File: src/hdl/twlwp_pkg.sv
// Purpose: constants for the three-wire latch write port
// Assumes: serial pins sampled by the 250 MHz system clock
// Notes: word is 24 bits, MSB first, select bits in bits 1:0
//
// Summary of operation
// - Each rising edge of the serial clock shifts one data bit into the input register.
// - A rising load strobe moves the 24 held bits into the latch that the select bits name.
// - The port is write only and offers no readback of latch contents.
// - The chip-enable input low forces the device into power-down.
// - In lock-detect mode, outside power-down, the status pin shows the lock state as a steady level.
// - Select bits 0,0 write the control latch.
// - Select bits 0,1 write the reference counter latch.
// - In power-down the input register still shifts and latches words.
package twlwp_pkg;
	localparam int        WORD_W        = 24;
	localparam int        SEL_LO_POS    = 0;
	localparam int        SEL_HI_POS    = 1;
	localparam logic [1:0] SEL_CONTROL  = 2'h0;
	localparam logic [1:0] SEL_REFCNT   = 2'h1;
	localparam logic [1:0] SEL_FBDIV    = 2'h2;
	localparam int        NUM_LATCH     = 3;
	localparam int        CTL_IDX       = 0;
	localparam int        REF_IDX       = 1;
	localparam int        FB_IDX        = 2;
	localparam logic [23:0] LATCH_RST   = 24'h000000;
	localparam int        MUX_POS       = 5;
	localparam logic [2:0] MUX_LOCK     = 3'h1;
	localparam logic [2:0] MUX_LOW      = 3'h0;
	localparam int        PD1_POS       = 20;
	localparam int        PD2_POS       = 21;
endpackage : twlwp_pkg

File: src/hdl/twlwp_port.sv
// Purpose: three-wire write-only serial port with latch decode
// Assumes: serial pins are asynchronous to clk and sampled by it
// Notes: status pin shows lock gated by power-down, or a forced low
`timescale 1ns/1ps
`default_nettype none
module twlwp_port
	import twlwp_pkg::*;
(
	input  wire logic        clk,
	input  wire logic        rst_b,
	input  wire logic        serial_clk,
	input  wire logic        serial_data,
	input  wire logic        load_strobe,
	input  wire logic        chip_enable,
	input  wire logic        pll_locked,
	output logic             status_monitor_pin,
	output logic             power_down,
	output logic [23:0]      control_latch,
	output logic [23:0]      refcnt_latch,
	output logic [23:0]      fbdiv_latch,
	output logic             latch_update
);

	////////////////////////////////////////////////////////////////
	// Input synchronisers, two stages each, plus edge history
	logic [3:0] sync1_reg;
	logic [3:0] sync2_reg;
	logic [3:0] sync_next;
	logic [1:0] hist_reg;
	logic [1:0] hist_next;
	logic       sclk_s;
	logic       sdat_s;
	logic       le_s;
	logic       ce_s;

	always_comb
	begin
		sync_next = {chip_enable, load_strobe, serial_data, serial_clk};
		hist_next = {sync2_reg[2], sync2_reg[0]};
	end

	always_ff @(posedge clk or negedge rst_b)
	begin
		if (!rst_b)
		begin
			sync1_reg <= 4'h0;
			sync2_reg <= 4'h0;
			hist_reg  <= 2'h0;
		end
		else
		begin
			sync1_reg <= sync_next;
			sync2_reg <= sync1_reg;
			hist_reg  <= hist_next;
		end
	end

	assign sclk_s = sync2_reg[0];
	assign sdat_s = sync2_reg[1];
	assign le_s   = sync2_reg[2];
	assign ce_s   = sync2_reg[3];

	////////////////////////////////////////////////////////////////
	// Edge detection on the synchronised pins
	logic sclk_rise;
	logic le_rise;

	// Serial clock rising edge
	assign sclk_rise = sclk_s && !hist_reg[0];
	// Load strobe rising edge
	assign le_rise   = le_s && !hist_reg[1];

	////////////////////////////////////////////////////////////////
	// Input shift register
	logic [WORD_W-1:0] shift_reg;
	logic [WORD_W-1:0] shift_next;

	always_comb
	begin
		shift_next = shift_reg;
		if (sclk_rise)
		begin
			shift_next = {shift_reg[WORD_W-2:0], sdat_s};
		end
	end

	always_ff @(posedge clk or negedge rst_b)
	begin
		if (!rst_b)
		begin
			shift_reg <= LATCH_RST;
		end
		else
		begin
			shift_reg <= shift_next;
		end
	end

	////////////////////////////////////////////////////////////////
	// Commit decode on strobe rise
	logic [1:0]           sel;
	logic [NUM_LATCH-1:0] wr_en;
	logic                 upd_reg;
	logic                 upd_next;

	always_comb
	begin
		sel      = {shift_reg[SEL_HI_POS], shift_reg[SEL_LO_POS]};
		wr_en    = '0;
		upd_next = 1'b0;
		if (le_rise)
		begin
			upd_next = 1'b1;
			wr_en[CTL_IDX] = (sel == SEL_CONTROL);
			wr_en[REF_IDX] = (sel == SEL_REFCNT);
			wr_en[FB_IDX]  = (sel == SEL_FBDIV);
		end
	end

	always_ff @(posedge clk or negedge rst_b)
	begin
		if (!rst_b)
		begin
			upd_reg <= 1'b0;
		end
		else
		begin
			upd_reg <= upd_next;
		end
	end

	////////////////////////////////////////////////////////////////
	// Configuration latches, one per select code 0 to 2; code 3 writes none
	wire logic [WORD_W-1:0] latch_q [NUM_LATCH];

	for (genvar gi = 0; gi < NUM_LATCH; gi++)
	begin : g_latch
		logic [WORD_W-1:0] latch_reg;
		logic [WORD_W-1:0] latch_next;

		always_comb
		begin
			latch_next = latch_reg;
			if (wr_en[gi])
			begin
				latch_next = shift_reg;
			end
		end

		always_ff @(posedge clk or negedge rst_b)
		begin
			if (!rst_b)
			begin
				latch_reg <= LATCH_RST;
			end
			else
			begin
				latch_reg <= latch_next;
			end
		end

		assign latch_q[gi] = latch_reg;
	end

	logic [WORD_W-1:0] ctl_reg;

	assign ctl_reg = latch_q[CTL_IDX];

	////////////////////////////////////////////////////////////////
	// Power-down and status pin
	logic pd_reg;
	logic pd_next;
	logic mon_reg;
	logic mon_next;

	always_comb
	begin
		// Chip enable low or programmed power-down
		pd_next = !ce_s || ctl_reg[PD1_POS];
		// Lock level on the status pin
		case (ctl_reg[MUX_POS+2:MUX_POS])
			MUX_LOCK: mon_next = pll_locked && !pd_reg;
			MUX_LOW:  mon_next = 1'b0;
			default:  mon_next = 1'b0;
		endcase
	end

	always_ff @(posedge clk or negedge rst_b)
	begin
		if (!rst_b)
		begin
			pd_reg  <= 1'b1;
			mon_reg <= 1'b0;
		end
		else
		begin
			pd_reg  <= pd_next;
			mon_reg <= mon_next;
		end
	end

	////////////////////////////////////////////////////////////////
	// Outputs, each straight from a flip-flop
	assign status_monitor_pin = mon_reg;
	assign power_down         = pd_reg;
	assign control_latch      = latch_q[CTL_IDX];
	assign refcnt_latch       = latch_q[REF_IDX];
	assign fbdiv_latch        = latch_q[FB_IDX];
	assign latch_update       = upd_reg;

endmodule : twlwp_port
`default_nettype wire

File: config.mk
export PLATFORM = sky130hd
export DESIGN_NAME = twlwp_port
export DESIGN_NICKNAME = d
export VERILOG_FILES = /design/src/hdl/twlwp_pkg.sv /design/src/hdl/twlwp_port.sv
export SDC_FILE = /design/constraint.sdc
export NUM_CORES = 1
export LEC_CHECK = 0
export ABC_AREA = 1
export BUFFER_PORTS_ARGS = -buffer_cell sky130_fd_sc_hd__clkbuf_2
export CAP_MARGIN = 25
export CELL_PAD_IN_SITES_DETAIL_PLACEMENT = 1
export CELL_PAD_IN_SITES_GLOBAL_PLACEMENT = 2
export CORE_MARGIN = 3
export CORE_UTILIZATION = 33
export DETAILED_ROUTE_END_ITERATION = 8
export GPL_TIMING_DRIVEN = 1
export PLACE_DENSITY = 0.83
export SLEW_MARGIN = 10
export SYNTH_ARGS = -nofsm -noshare
export SYNTH_HDL_FRONTEND = slang
export SYNTH_SLANG_ARGS = --single-unit
File: constraint.sdc
create_clock -name clk -period 1.6 [get_ports clk]
set_clock_uncertainty 0.05 [all_clocks]
set_input_delay 0.08 -clock clk [delete_from_list [all_inputs] [get_ports clk]]
set_output_delay 0.08 -clock clk [all_outputs]
set_load 0.01 [all_outputs]
==> results of run 1 <==
==> metrics by stage <==
| stage | std cells | cell area, um2 | hold slack [ns] | setup WS, ns |
|---|---|---|---|---|
| 6_report | 688 | 5070 | 0.169 | 0.200 |
| 5_1_grt | 688 | 5070 | 0.203 | 0.0952 |
| 4_1_cts | 688 | 5070 | 0.183 | 0.192 |
| 3_5_place_dp | 666 | 4750 | 0.00491 | 0.215 |
| 3_3_place_gp | 666 | 4750 | 0.00162 | 0.310 |
| 2_1_floorplan | 426 | 4100 | -0.266 | 0.405 |
==> timing repair <==
item,CTS,global route
hold buffers,6,0
setup endpoints to repair,0,0
hold endpoints to repair,34,0
==> worst paths after layout <==
path                                           from                            end  slack (ns)  cells after the start
setup reg to reg           shift_reg[1]$_DFFE_PN0P_  control_latch[17]$_DFFE_PN0P_        0.20                      5
max in group asynchronous                     rst_b           power_down$_DFF_PN1_        0.69                      3
hold reg to reg              sync1_reg[1]$_DFF_PN0_         sync2_reg[1]$_DFF_PN0_        0.30                      0
min in group clk             sync1_reg[1]$_DFF_PN0_         sync2_reg[1]$_DFF_PN0_        0.30                      0
hold / removal                                rst_b    refcnt_latch[9]$_DFFE_PN0P_        0.17                      2
setup / recovery           shift_reg[1]$_DFFE_PN0P_  control_latch[17]$_DFFE_PN0P_        0.20                      5
==> cell families after synthesis <==
family / share of synthesized area
AND/OR/NAND/NOR: 0.278
AO/OA/AOI/OAI: 0.0159
buffers and inverters: 0.0403
flip-flops: 0.666
==> final cells by class <==
type / count / area, um2
tap: 168 / 210
multi-input combinational: 281 / 1210
clock inverter: 2 / 10.0
fill: 1410 / 6990
inverter: 10 / 37.5
timing repair buffer: 104 / 621
clock buffer: 14 / 254
sequential: 109 / 2730
==> power by group through the flow <==
stage / clock network [uW] / registers, uW / logic, uW
finish: 2040 / 3820 / 1510
global route: 2250 / 3900 / 1710
CTS: 2100 / 3840 / 1550
detailed placement: 0 / 3880 / 1530
global placement: 0 / 3860 / 1470
floorplan: 0 / 3950 / 589
==> metal layers <==
layer | share of wire | global-route usage | vias up
li1 | - | - | 1534
met1 | 0.46 | 0.215 | 1611
met2 | 0.49 | 0.269 | 50
met3 | 0.031 | 0.0309 | 7
met4 | 0.013 | 0.0594 | 0
met5 | 0 | 0 | -
==> layout by cell type, fill, tap and decap left out, types with 2 or more instances in the layout <==
cell type	instances
sky130_fd_sc_hd__clkbuf_1	4
sky130_fd_sc_hd__clkbuf_2	80
sky130_fd_sc_hd__o21ai_0	4
sky130_fd_sc_hd__nor2_4	3
sky130_fd_sc_hd__buf_4	16
sky130_fd_sc_hd__a21boi_0	4
sky130_fd_sc_hd__dlygate4sd3_1	6
sky130_fd_sc_hd__nor2_1	4
sky130_fd_sc_hd__nand3_1	83
sky130_fd_sc_hd__clkinv_2	2
sky130_fd_sc_hd__dfrtp_1	108
sky130_fd_sc_hd__inv_1	7
sky130_fd_sc_hd__nand2_1	177
sky130_fd_sc_hd__inv_2	2
sky130_fd_sc_hd__clkbuf_16	9
sky130_fd_sc_hd__a21oi_1	3
sky130_fd_sc_hd__buf_12	2
==> critical path, cell delays in order (launching register included) <==
cell                      delay [ns]
sky130_fd_sc_hd__dfrtp_1        0.46
sky130_fd_sc_hd__nor2_2         0.25
sky130_fd_sc_hd__nand2_1        0.13
sky130_fd_sc_hd__buf_4          0.23
sky130_fd_sc_hd__nand2_1        0.10
sky130_fd_sc_hd__nand2_1        0.06
==> reports/summary.txt, run 1 <==
final-report hold violation count: 0
H-Tree Depth: 3
Via Count: 3,202
highest ir drop seen on vdd: 0.444 mV
core region area: 0.0121 mm2
number of antenna cells inserted: 0
leading post-synthesis cells by cell area: sky130_fd_sc_hd__dfrtp_1 66%, sky130_fd_sc_hd__nand2_1 16%, sky130_fd_sc_hd__nand3_1 10%
Area growth syn-to-layout: 23.8%
number of sinks on the clock net: 109
relative contribution of the clock network to total power: 0.277
CTS tree: yes
maximum number of pins on one net before global-route repair: 38
DIE WIDTH: 117 um
static leakage power: 0.00283 uW
EDFF count, synth: 0
most instantiated flip-flop cell in the synthesis netlist: sky130_fd_sc_hd__dfrtp_1
Num CTS Buffers: 9
Max-slew headroom: 0.683
# setup viols final: 0
class of the worst hold path: in2async
cell area after technology mapping: 0.00410 mm2
area of the die: 0.0138 mm2
Nets: 522
Die Y: 117 um
total of max-cap violations: 0
number of warnings reported in the yosys synthesis log: 0
initial core utilization: 0.340
Slew @ Worst Pin: 0.474 ns
shortest period the worst path allows: 1.40 ns
total routed wirelength: 10.6 mm
ratio of routed vias to standard cells: 4.65
Slew Viols, Final: 0
dominant cell by count in the synthesized netlist: sky130_fd_sc_hd__nand2_1
CTS root buffer: sky130_fd_sc_hd__clkbuf_16
detailed-route wire length per cell: 15.4 um
Antenna Violating Nets Remaining: 0
global-route wire length before repair: 18.2 mm
overall power of the completed layout: 7370 uW
Netlist cell types: 17
count of buffers inserted at the top-level ports: 81
Arrival @ worst endpoint: 1.58 ns
I/O pins: 82
number of synthesized register bits: 109
maximum achievable frequency: 714 MHz
cell type contributing the most total cell area after synthesis: sky130_fd_sc_hd__dfrtp_1
post-synth net total: 433
part of the Yosys area used for sequential elements: 0.666
top cells by count, synth: 177 x sky130_fd_sc_hd__nand2_1, 108 x sky130_fd_sc_hd__dfrtp_1, 83 x sky130_fd_sc_hd__nand3_1, 24 x sky130_fd_sc_hd__buf_2, 7 x sky130_fd_sc_hd__inv_1
number of gates resized after cts: 0
fraction of post-synthesis cell area in the top cell type by area: 0.660
Remaining Overflow, GRT: 0
HPWL after DPL: 7.50 mm
layout cells sized above 1: 0.227
number of rows in the core area: 40
power spent charging and discharging nets: 2350 uW
Power Density: 1450 mW/mm2
GP Congestion: 0.775
Avg Cell Area, Syn: 9.62 um2
proportion of power drawn by flip-flops and latches: 0.518
outcome: complete, no violations
async set-reset flop share out of synthesis: 1.00
combinational fraction of design power: 0.204
utilization after layout: 0.421
CTS clock-pin slew for the worst setup and hold paths: 0.07 ns
Starting DRT DRC Count: 113
clock insertion delay at the later pin of the skew report: 0.34 ns
global-route usage over all layers: 0.163
initial antenna violation count: 0
startpoint class of the critical path: flip-flop
switching part of the total: 0.319
element type at the critical path end: flip-flop
required time of the critical path: 1.78 ns
number of instances in the synthesized netlist: 426
number of search-and-repair iterations in the first detailed-routing pass: 6
number of setup buffers added after CTS: 0
setup TNS after final layout: 0 ns
setup repair after global routing missed its margin: false
Setup Crit Path Kind: reg2reg
final worst path period share: 0.875
Remaining DRCs: 0
Clock Path Buffers: 2
number of global-route vias before repair: 3,506
CP max FO: 20
design internal power: 5020 uW
(Power assumes the default switching activity.)
==> run 2: changes to the inputs <==
CORE_UTILIZATION = 35   (was 33)
CTS_BUF_LIST = sky130_fd_sc_hd__clkbuf_8   (was unset)
PLACE_DENSITY = 0.87   (was 0.83)
==> reports/summary.txt, run 2 (synthesis gave the netlist of run 1 again) <==
CP peak stage delay: 0.42 ns
element type at the critical path end: flip-flop
beginning of the worst register-to-register path: hist_reg[1]$_DFF_PN0_
layout cells sized above 1: 0.228
number of search-and-repair iterations in the first detailed-routing pass: 4
final-report hold violation count: 0
number of sinks on the clock net: 109
startpoint class of the critical path: flip-flop
total of max-cap violations: 0
shortest period the worst path allows: 1.33 ns
initial core utilization: 0.368
ratio of routed vias to standard cells: 4.86
Area growth syn-to-layout: 21.5%
CTS clock-pin slew for the worst setup and hold paths: 0.11 ns
fin worst setup slack: 0.268 ns
commonest cells after routing, fill and taps aside: 177 x sky130_fd_sc_hd__nand2_1, 108 x sky130_fd_sc_hd__dfrtp_1, 83 x sky130_fd_sc_hd__nand3_1, 80 x sky130_fd_sc_hd__clkbuf_2, 14 x sky130_fd_sc_hd__buf_4
cell area after placement: 0.00470 mm2
Remaining Overflow, GRT: 0
GP Congestion: 0.748
maximum number of pins on one net before global-route repair: 50
Power Density: 1440 mW/mm2
post-route cell area: 0.00498 mm2
initial antenna violation count: 0
detailed-route wire length per cell: 15.8 um
number of antenna cells inserted: 0
Max-slew headroom: 0.724
H-Tree Depth: 3
Post-Place Worst Slack: 0.315 ns
Die Y: 114 um
setup slack, reg-to-reg: 0.27 ns
Clock Path Buffers: 2
CTS tree: yes
Antenna Violating Nets Remaining: 0
Setup Crit Path Kind: reg2reg
final worst path period share: 0.832
most common library cell in the layout ignoring fill and taps: sky130_fd_sc_hd__nand2_1
Starting DRT DRC Count: 182
final instance count without filler cells: 658
CTS root buffer: sky130_fd_sc_hd__clkbuf_8
core region area: 0.0111 mm2
number of gates resized after cts: 0
count of buffers inserted at the top-level ports: 81
cells traversed along the worst timing path: nor2_4 -> buf_4 -> nand3_1 -> nand2_1
number of rows in the core area: 38
# setup viols final: 0
setup repair after global routing missed its margin: false
Via Count: 3,195
category of cells accounting for the largest share of critical-path delay: simple AND/OR/NAND/NOR gates
Slew Viols, Final: 0
highest ir drop seen on vdd: 0.493 mV
utilization after layout: 0.447
buffer and inverter count on the worst path: 1
Remaining DRCs: 0
static leakage power: 0.00281 uW
setup TNS after final layout: 0 ns
Num CTS Buffers: 9
clock insertion delay at the later pin of the skew report: 0.38 ns
HPWL after DPL: 7.38 mm
global-route usage over all layers: 0.174
Nets: 520
global-route wire length before repair: 17.9 mm
Arrival @ worst endpoint: 1.59 ns
DIE WIDTH: 114 um
outcome: complete, no violations
depth of the most critical reg-to-reg path: 4
Slew @ Worst Pin: 0.413 ns
placed instance count: 636
area of the die: 0.0130 mm2
CP max FO: 32
class of the worst hold path: in2async
maximum achievable frequency: 751 MHz
I/O pins: 82
total routed wirelength: 10.4 mm
end of the worst register-to-register path: fbdiv_latch[5]$_DFFE_PN0P_
cell with the largest stage delay on the worst path: sky130_fd_sc_hd__dfrtp_1
required time of the critical path: 1.86 ns
number of global-route vias before repair: 3,464
[run 2: worst max-delay path by stage]
| stage | startpoint | to | slack (ns) | depth (start not counted) |
|---|---|---|---|---|
| floorplan | hist_reg[1]$_DFF_PN0_ | refcnt_latch[10]$_DFFE_PN0P_ | 0.41 | 6 |
| global placement | hist_reg[1]$_DFF_PN0_ | fbdiv_latch[13]$_DFFE_PN0P_ | 0.35 | 4 |
| detailed placement | shift_reg[1]$_DFFE_PN0P_ | fbdiv_latch[13]$_DFFE_PN0P_ | 0.31 | 5 |
| CTS | hist_reg[1]$_DFF_PN0_ | fbdiv_latch[5]$_DFFE_PN0P_ | 0.27 | 4 |
| global route | sync2_reg[2]$_DFF_PN0_ | fbdiv_latch[2]$_DFFE_PN0P_ | 0.15 | 5 |
| finish | hist_reg[1]$_DFF_PN0_ | fbdiv_latch[5]$_DFFE_PN0P_ | 0.27 | 4 |
[run 2: what timing repair did]
action	in CTS	in global routing
endpoints found under the hold margin	114	0
hold buffers	6	0
buffers inserted	0	0
setup endpoints to repair	0	0
[run 2: metrics by stage]
step	power (uW)	hold WS, ns
after floorplan	4540	-0.266
after global placement	5310	-0.0286
after detailed placement	5410	-0.0218
after CTS	7260	0.103
after global routing	7640	0.162
final	7150	0.112
[run 2: layout make-up]
| type | instances | area (um2) |
|---|---|---|
| flip-flops and latches | 109 | 2730 |
| multi-input cells | 281 | 1210 |
| repair buffers | 102 | 606 |
| inverters | 10 | 37.5 |
| fillers | 1319 | 6150 |
| clock inverters | 6 | 81.3 |
| well taps | 140 | 175 |
| clock buffers | 10 | 138 |
[run 2: where the power goes]
part           total (uW)  internal (uW)  leakage [uW]  switching (uW)
Combinational        1500            589       0.00126             911
Clock                1840            915      0.000119             923
Sequential           3820           3330       0.00143             488
[run 2: worst register-to-register path, cell delays in order (launching register included)]
cell                      delay [ns]
sky130_fd_sc_hd__dfrtp_1        0.42
sky130_fd_sc_hd__nor2_4         0.20
sky130_fd_sc_hd__buf_4          0.33
sky130_fd_sc_hd__nand3_1        0.16
sky130_fd_sc_hd__nand2_1        0.10
[run 2: layer usage]
layer	global-route usage	up-vias	share of wire
li1	-	1528	-
met1	0.249	1591	0.49
met2	0.272	64	0.46
met3	0.0238	12	0.032
met4	0.0665	0	0.018
met5	0	-	0
==> run 3: changes to the inputs <==
clock period = 1.36 ns   (was 1.6 ns; I/O delays follow)
==> reports/summary.txt, run 3 (synthesis gave the netlist of run 1 again) <==
total of max-cap violations: 0
Antenna Violating Nets Remaining: 0
core region area: 0.0111 mm2
power spent charging and discharging nets: 2750 uW
number of sinks on the clock net: 109
Most Frequent Cell on Critical Path: sky130_fd_sc_hd__nand2_1
depth of the most critical reg-to-reg path: 6
fill cell instance count of the final layout: 1,315
worst hold-check slack: 0.140 ns
switching part of the total: 0.322
Clock Path Buffers: 2
most common library cell in the layout ignoring fill and taps: sky130_fd_sc_hd__nand2_1
outcome: complete, no violations
cell with the largest stage delay on the worst path: sky130_fd_sc_hd__dfrtp_1
maximum achievable frequency: 788 MHz
commonest cells after routing, fill and taps aside: 177 x sky130_fd_sc_hd__nand2_1, 108 x sky130_fd_sc_hd__dfrtp_1, 83 x sky130_fd_sc_hd__nand3_1, 80 x sky130_fd_sc_hd__clkbuf_2, 18 x sky130_fd_sc_hd__buf_4
highest ir drop seen on vdd: 0.584 mV
CP max FO: 14
area of the die: 0.0130 mm2
final-report hold violation count: 0
clock insertion delay at the later pin of the skew report: 0.38 ns
relative contribution of the clock network to total power: 0.260
Num CTS Buffers: 9
number of global-route vias before repair: 3,364
element type at the critical path end: flip-flop
detailed-route wire length per cell: 15.7 um
class of the worst hold path: in2async
CTS tree: yes
Remaining DRCs: 0
CTS root buffer: sky130_fd_sc_hd__clkbuf_8
initial antenna violation count: 0
global-route usage over all layers: 0.171
Power Density: 1670 mW/mm2
required time of the critical path: 1.58 ns
Slew @ Worst Pin: 0.510 ns
HPWL after DPL: 7.58 mm
utilization after layout: 0.458
initial core utilization: 0.368
Remaining Overflow, GRT: 0
combinational fraction of design power: 0.214
ratio of routed vias to standard cells: 4.80
shortest period the worst path allows: 1.27 ns
count of buffers inserted at the top-level ports: 81
Die Y: 114 um
Starting DRT DRC Count: 171
global-route wire length before repair: 17.6 mm
I/O pins: 82
proportion of power drawn by flip-flops and latches: 0.526
final worst path period share: 0.933
DIE WIDTH: 114 um
maximum number of pins on one net before global-route repair: 50
Area growth syn-to-layout: 24.3%
Via Count: 3,199
CTS clock-pin slew for the worst setup and hold paths: 0.10 ns
Max-slew headroom: 0.660
overall power of the completed layout: 8530 uW
Slew Viols, Final: 0
Setup Crit Path Kind: reg2reg
layout cells sized above 1: 0.241
static leakage power: 0.00287 uW
startpoint class of the critical path: flip-flop
CP peak stage delay: 0.44 ns
Nets: 528
cells traversed along the worst timing path: inv_2 -> nor2_4 -> nand2_1 -> buf_4 -> nand2_1 -> nand2_1
setup slack, reg-to-reg: 0.09 ns
GP Congestion: 0.744
number of antenna cells inserted: 0
H-Tree Depth: 3
design internal power: 5780 uW
# setup viols final: 0
total routed wirelength: 10.4 mm
number of rows in the core area: 38
Arrival @ worst endpoint: 1.49 ns
number of search-and-repair iterations in the first detailed-routing pass: 4
==> run 3: cell types whose count changed in the layout (fill, tap and decap cells not counted), sizes merged <==
cell    before  now
clkbuf      90   91
buf         16   24
inv         11   10
==> run 3: final cells by class <==
class	instances	area (um2)	area share
flip-flops and latches	109	2730	0.536
multi-input cells	281	1210	0.238
repair buffers	110	716	0.141
well taps	140	175	0.0344
clock buffers	11	151	0.0297
clock inverters	5	73.8	0.0145
inverters	10	37.5	0.00737
==> run 3: power groups by stage <==
stage / Sequential [uW] / Combinational (uW) / Clock [uW]
2_1_floorplan: 4650 / 693 / 0
3_3_place_gp: 4530 / 1770 / 0
3_5_place_dp: 4560 / 1840 / 0
4_1_cts: 4500 / 1860 / 2280
5_1_grt: 4590 / 2060 / 2410
6_report: 4490 / 1820 / 2220
==> run 3: through the flow <==
step           std cells  TNS, ns  setup slack [ns]  cell area (um2)
2_1_floorplan        426        0             0.165             4100
4_1_cts              664        0            0.0329             5080
5_1_grt              666  -0.0154           -0.0141             5090
3_5_place_dp         642        0            0.0722             4790
3_3_place_gp         642        0             0.141             4790
6_report             666        0            0.0905             5090
==> run 3: timing repair <==
action | in CTS | in global routing
endpoints found under the hold margin | 74 | 0
setup buffers | 0 | 2
hold buffers | 6 | 0
setup endpoints to repair | 0 | 15
gates resized for setup | 0 | 0
==> run 3: critical path, delay by kind of cell (launching register included) <==
family / cells / cell delay, ns
AND/OR/NAND/NOR: 4 / 0.38
buffers and inverters: 2 / 0.29
flip-flops: 1 / 0.44
==> run 3: worst paths after layout <==
kind | start | to
setup / recovery | shift_reg[0]$_DFFE_PN0P_ | refcnt_latch[14]$_DFFE_PN0P_
hold / removal | rst_b | sync1_reg[0]$_DFF_PN0_
setup reg to reg | shift_reg[0]$_DFFE_PN0P_ | refcnt_latch[14]$_DFFE_PN0P_
hold reg to reg | sync1_reg[2]$_DFF_PN0_ | sync2_reg[2]$_DFF_PN0_
max in group asynchronous | rst_b | refcnt_latch[0]$_DFFE_PN0P_
min in group clk | serial_clk | sync1_reg[0]$_DFF_PN0_
==> run 3: layer usage <==
layer  track usage  part of all wire
met1         0.253              0.49
met2         0.245              0.44
met3        0.0402             0.051
met4        0.0641             0.017
met5             0                 0
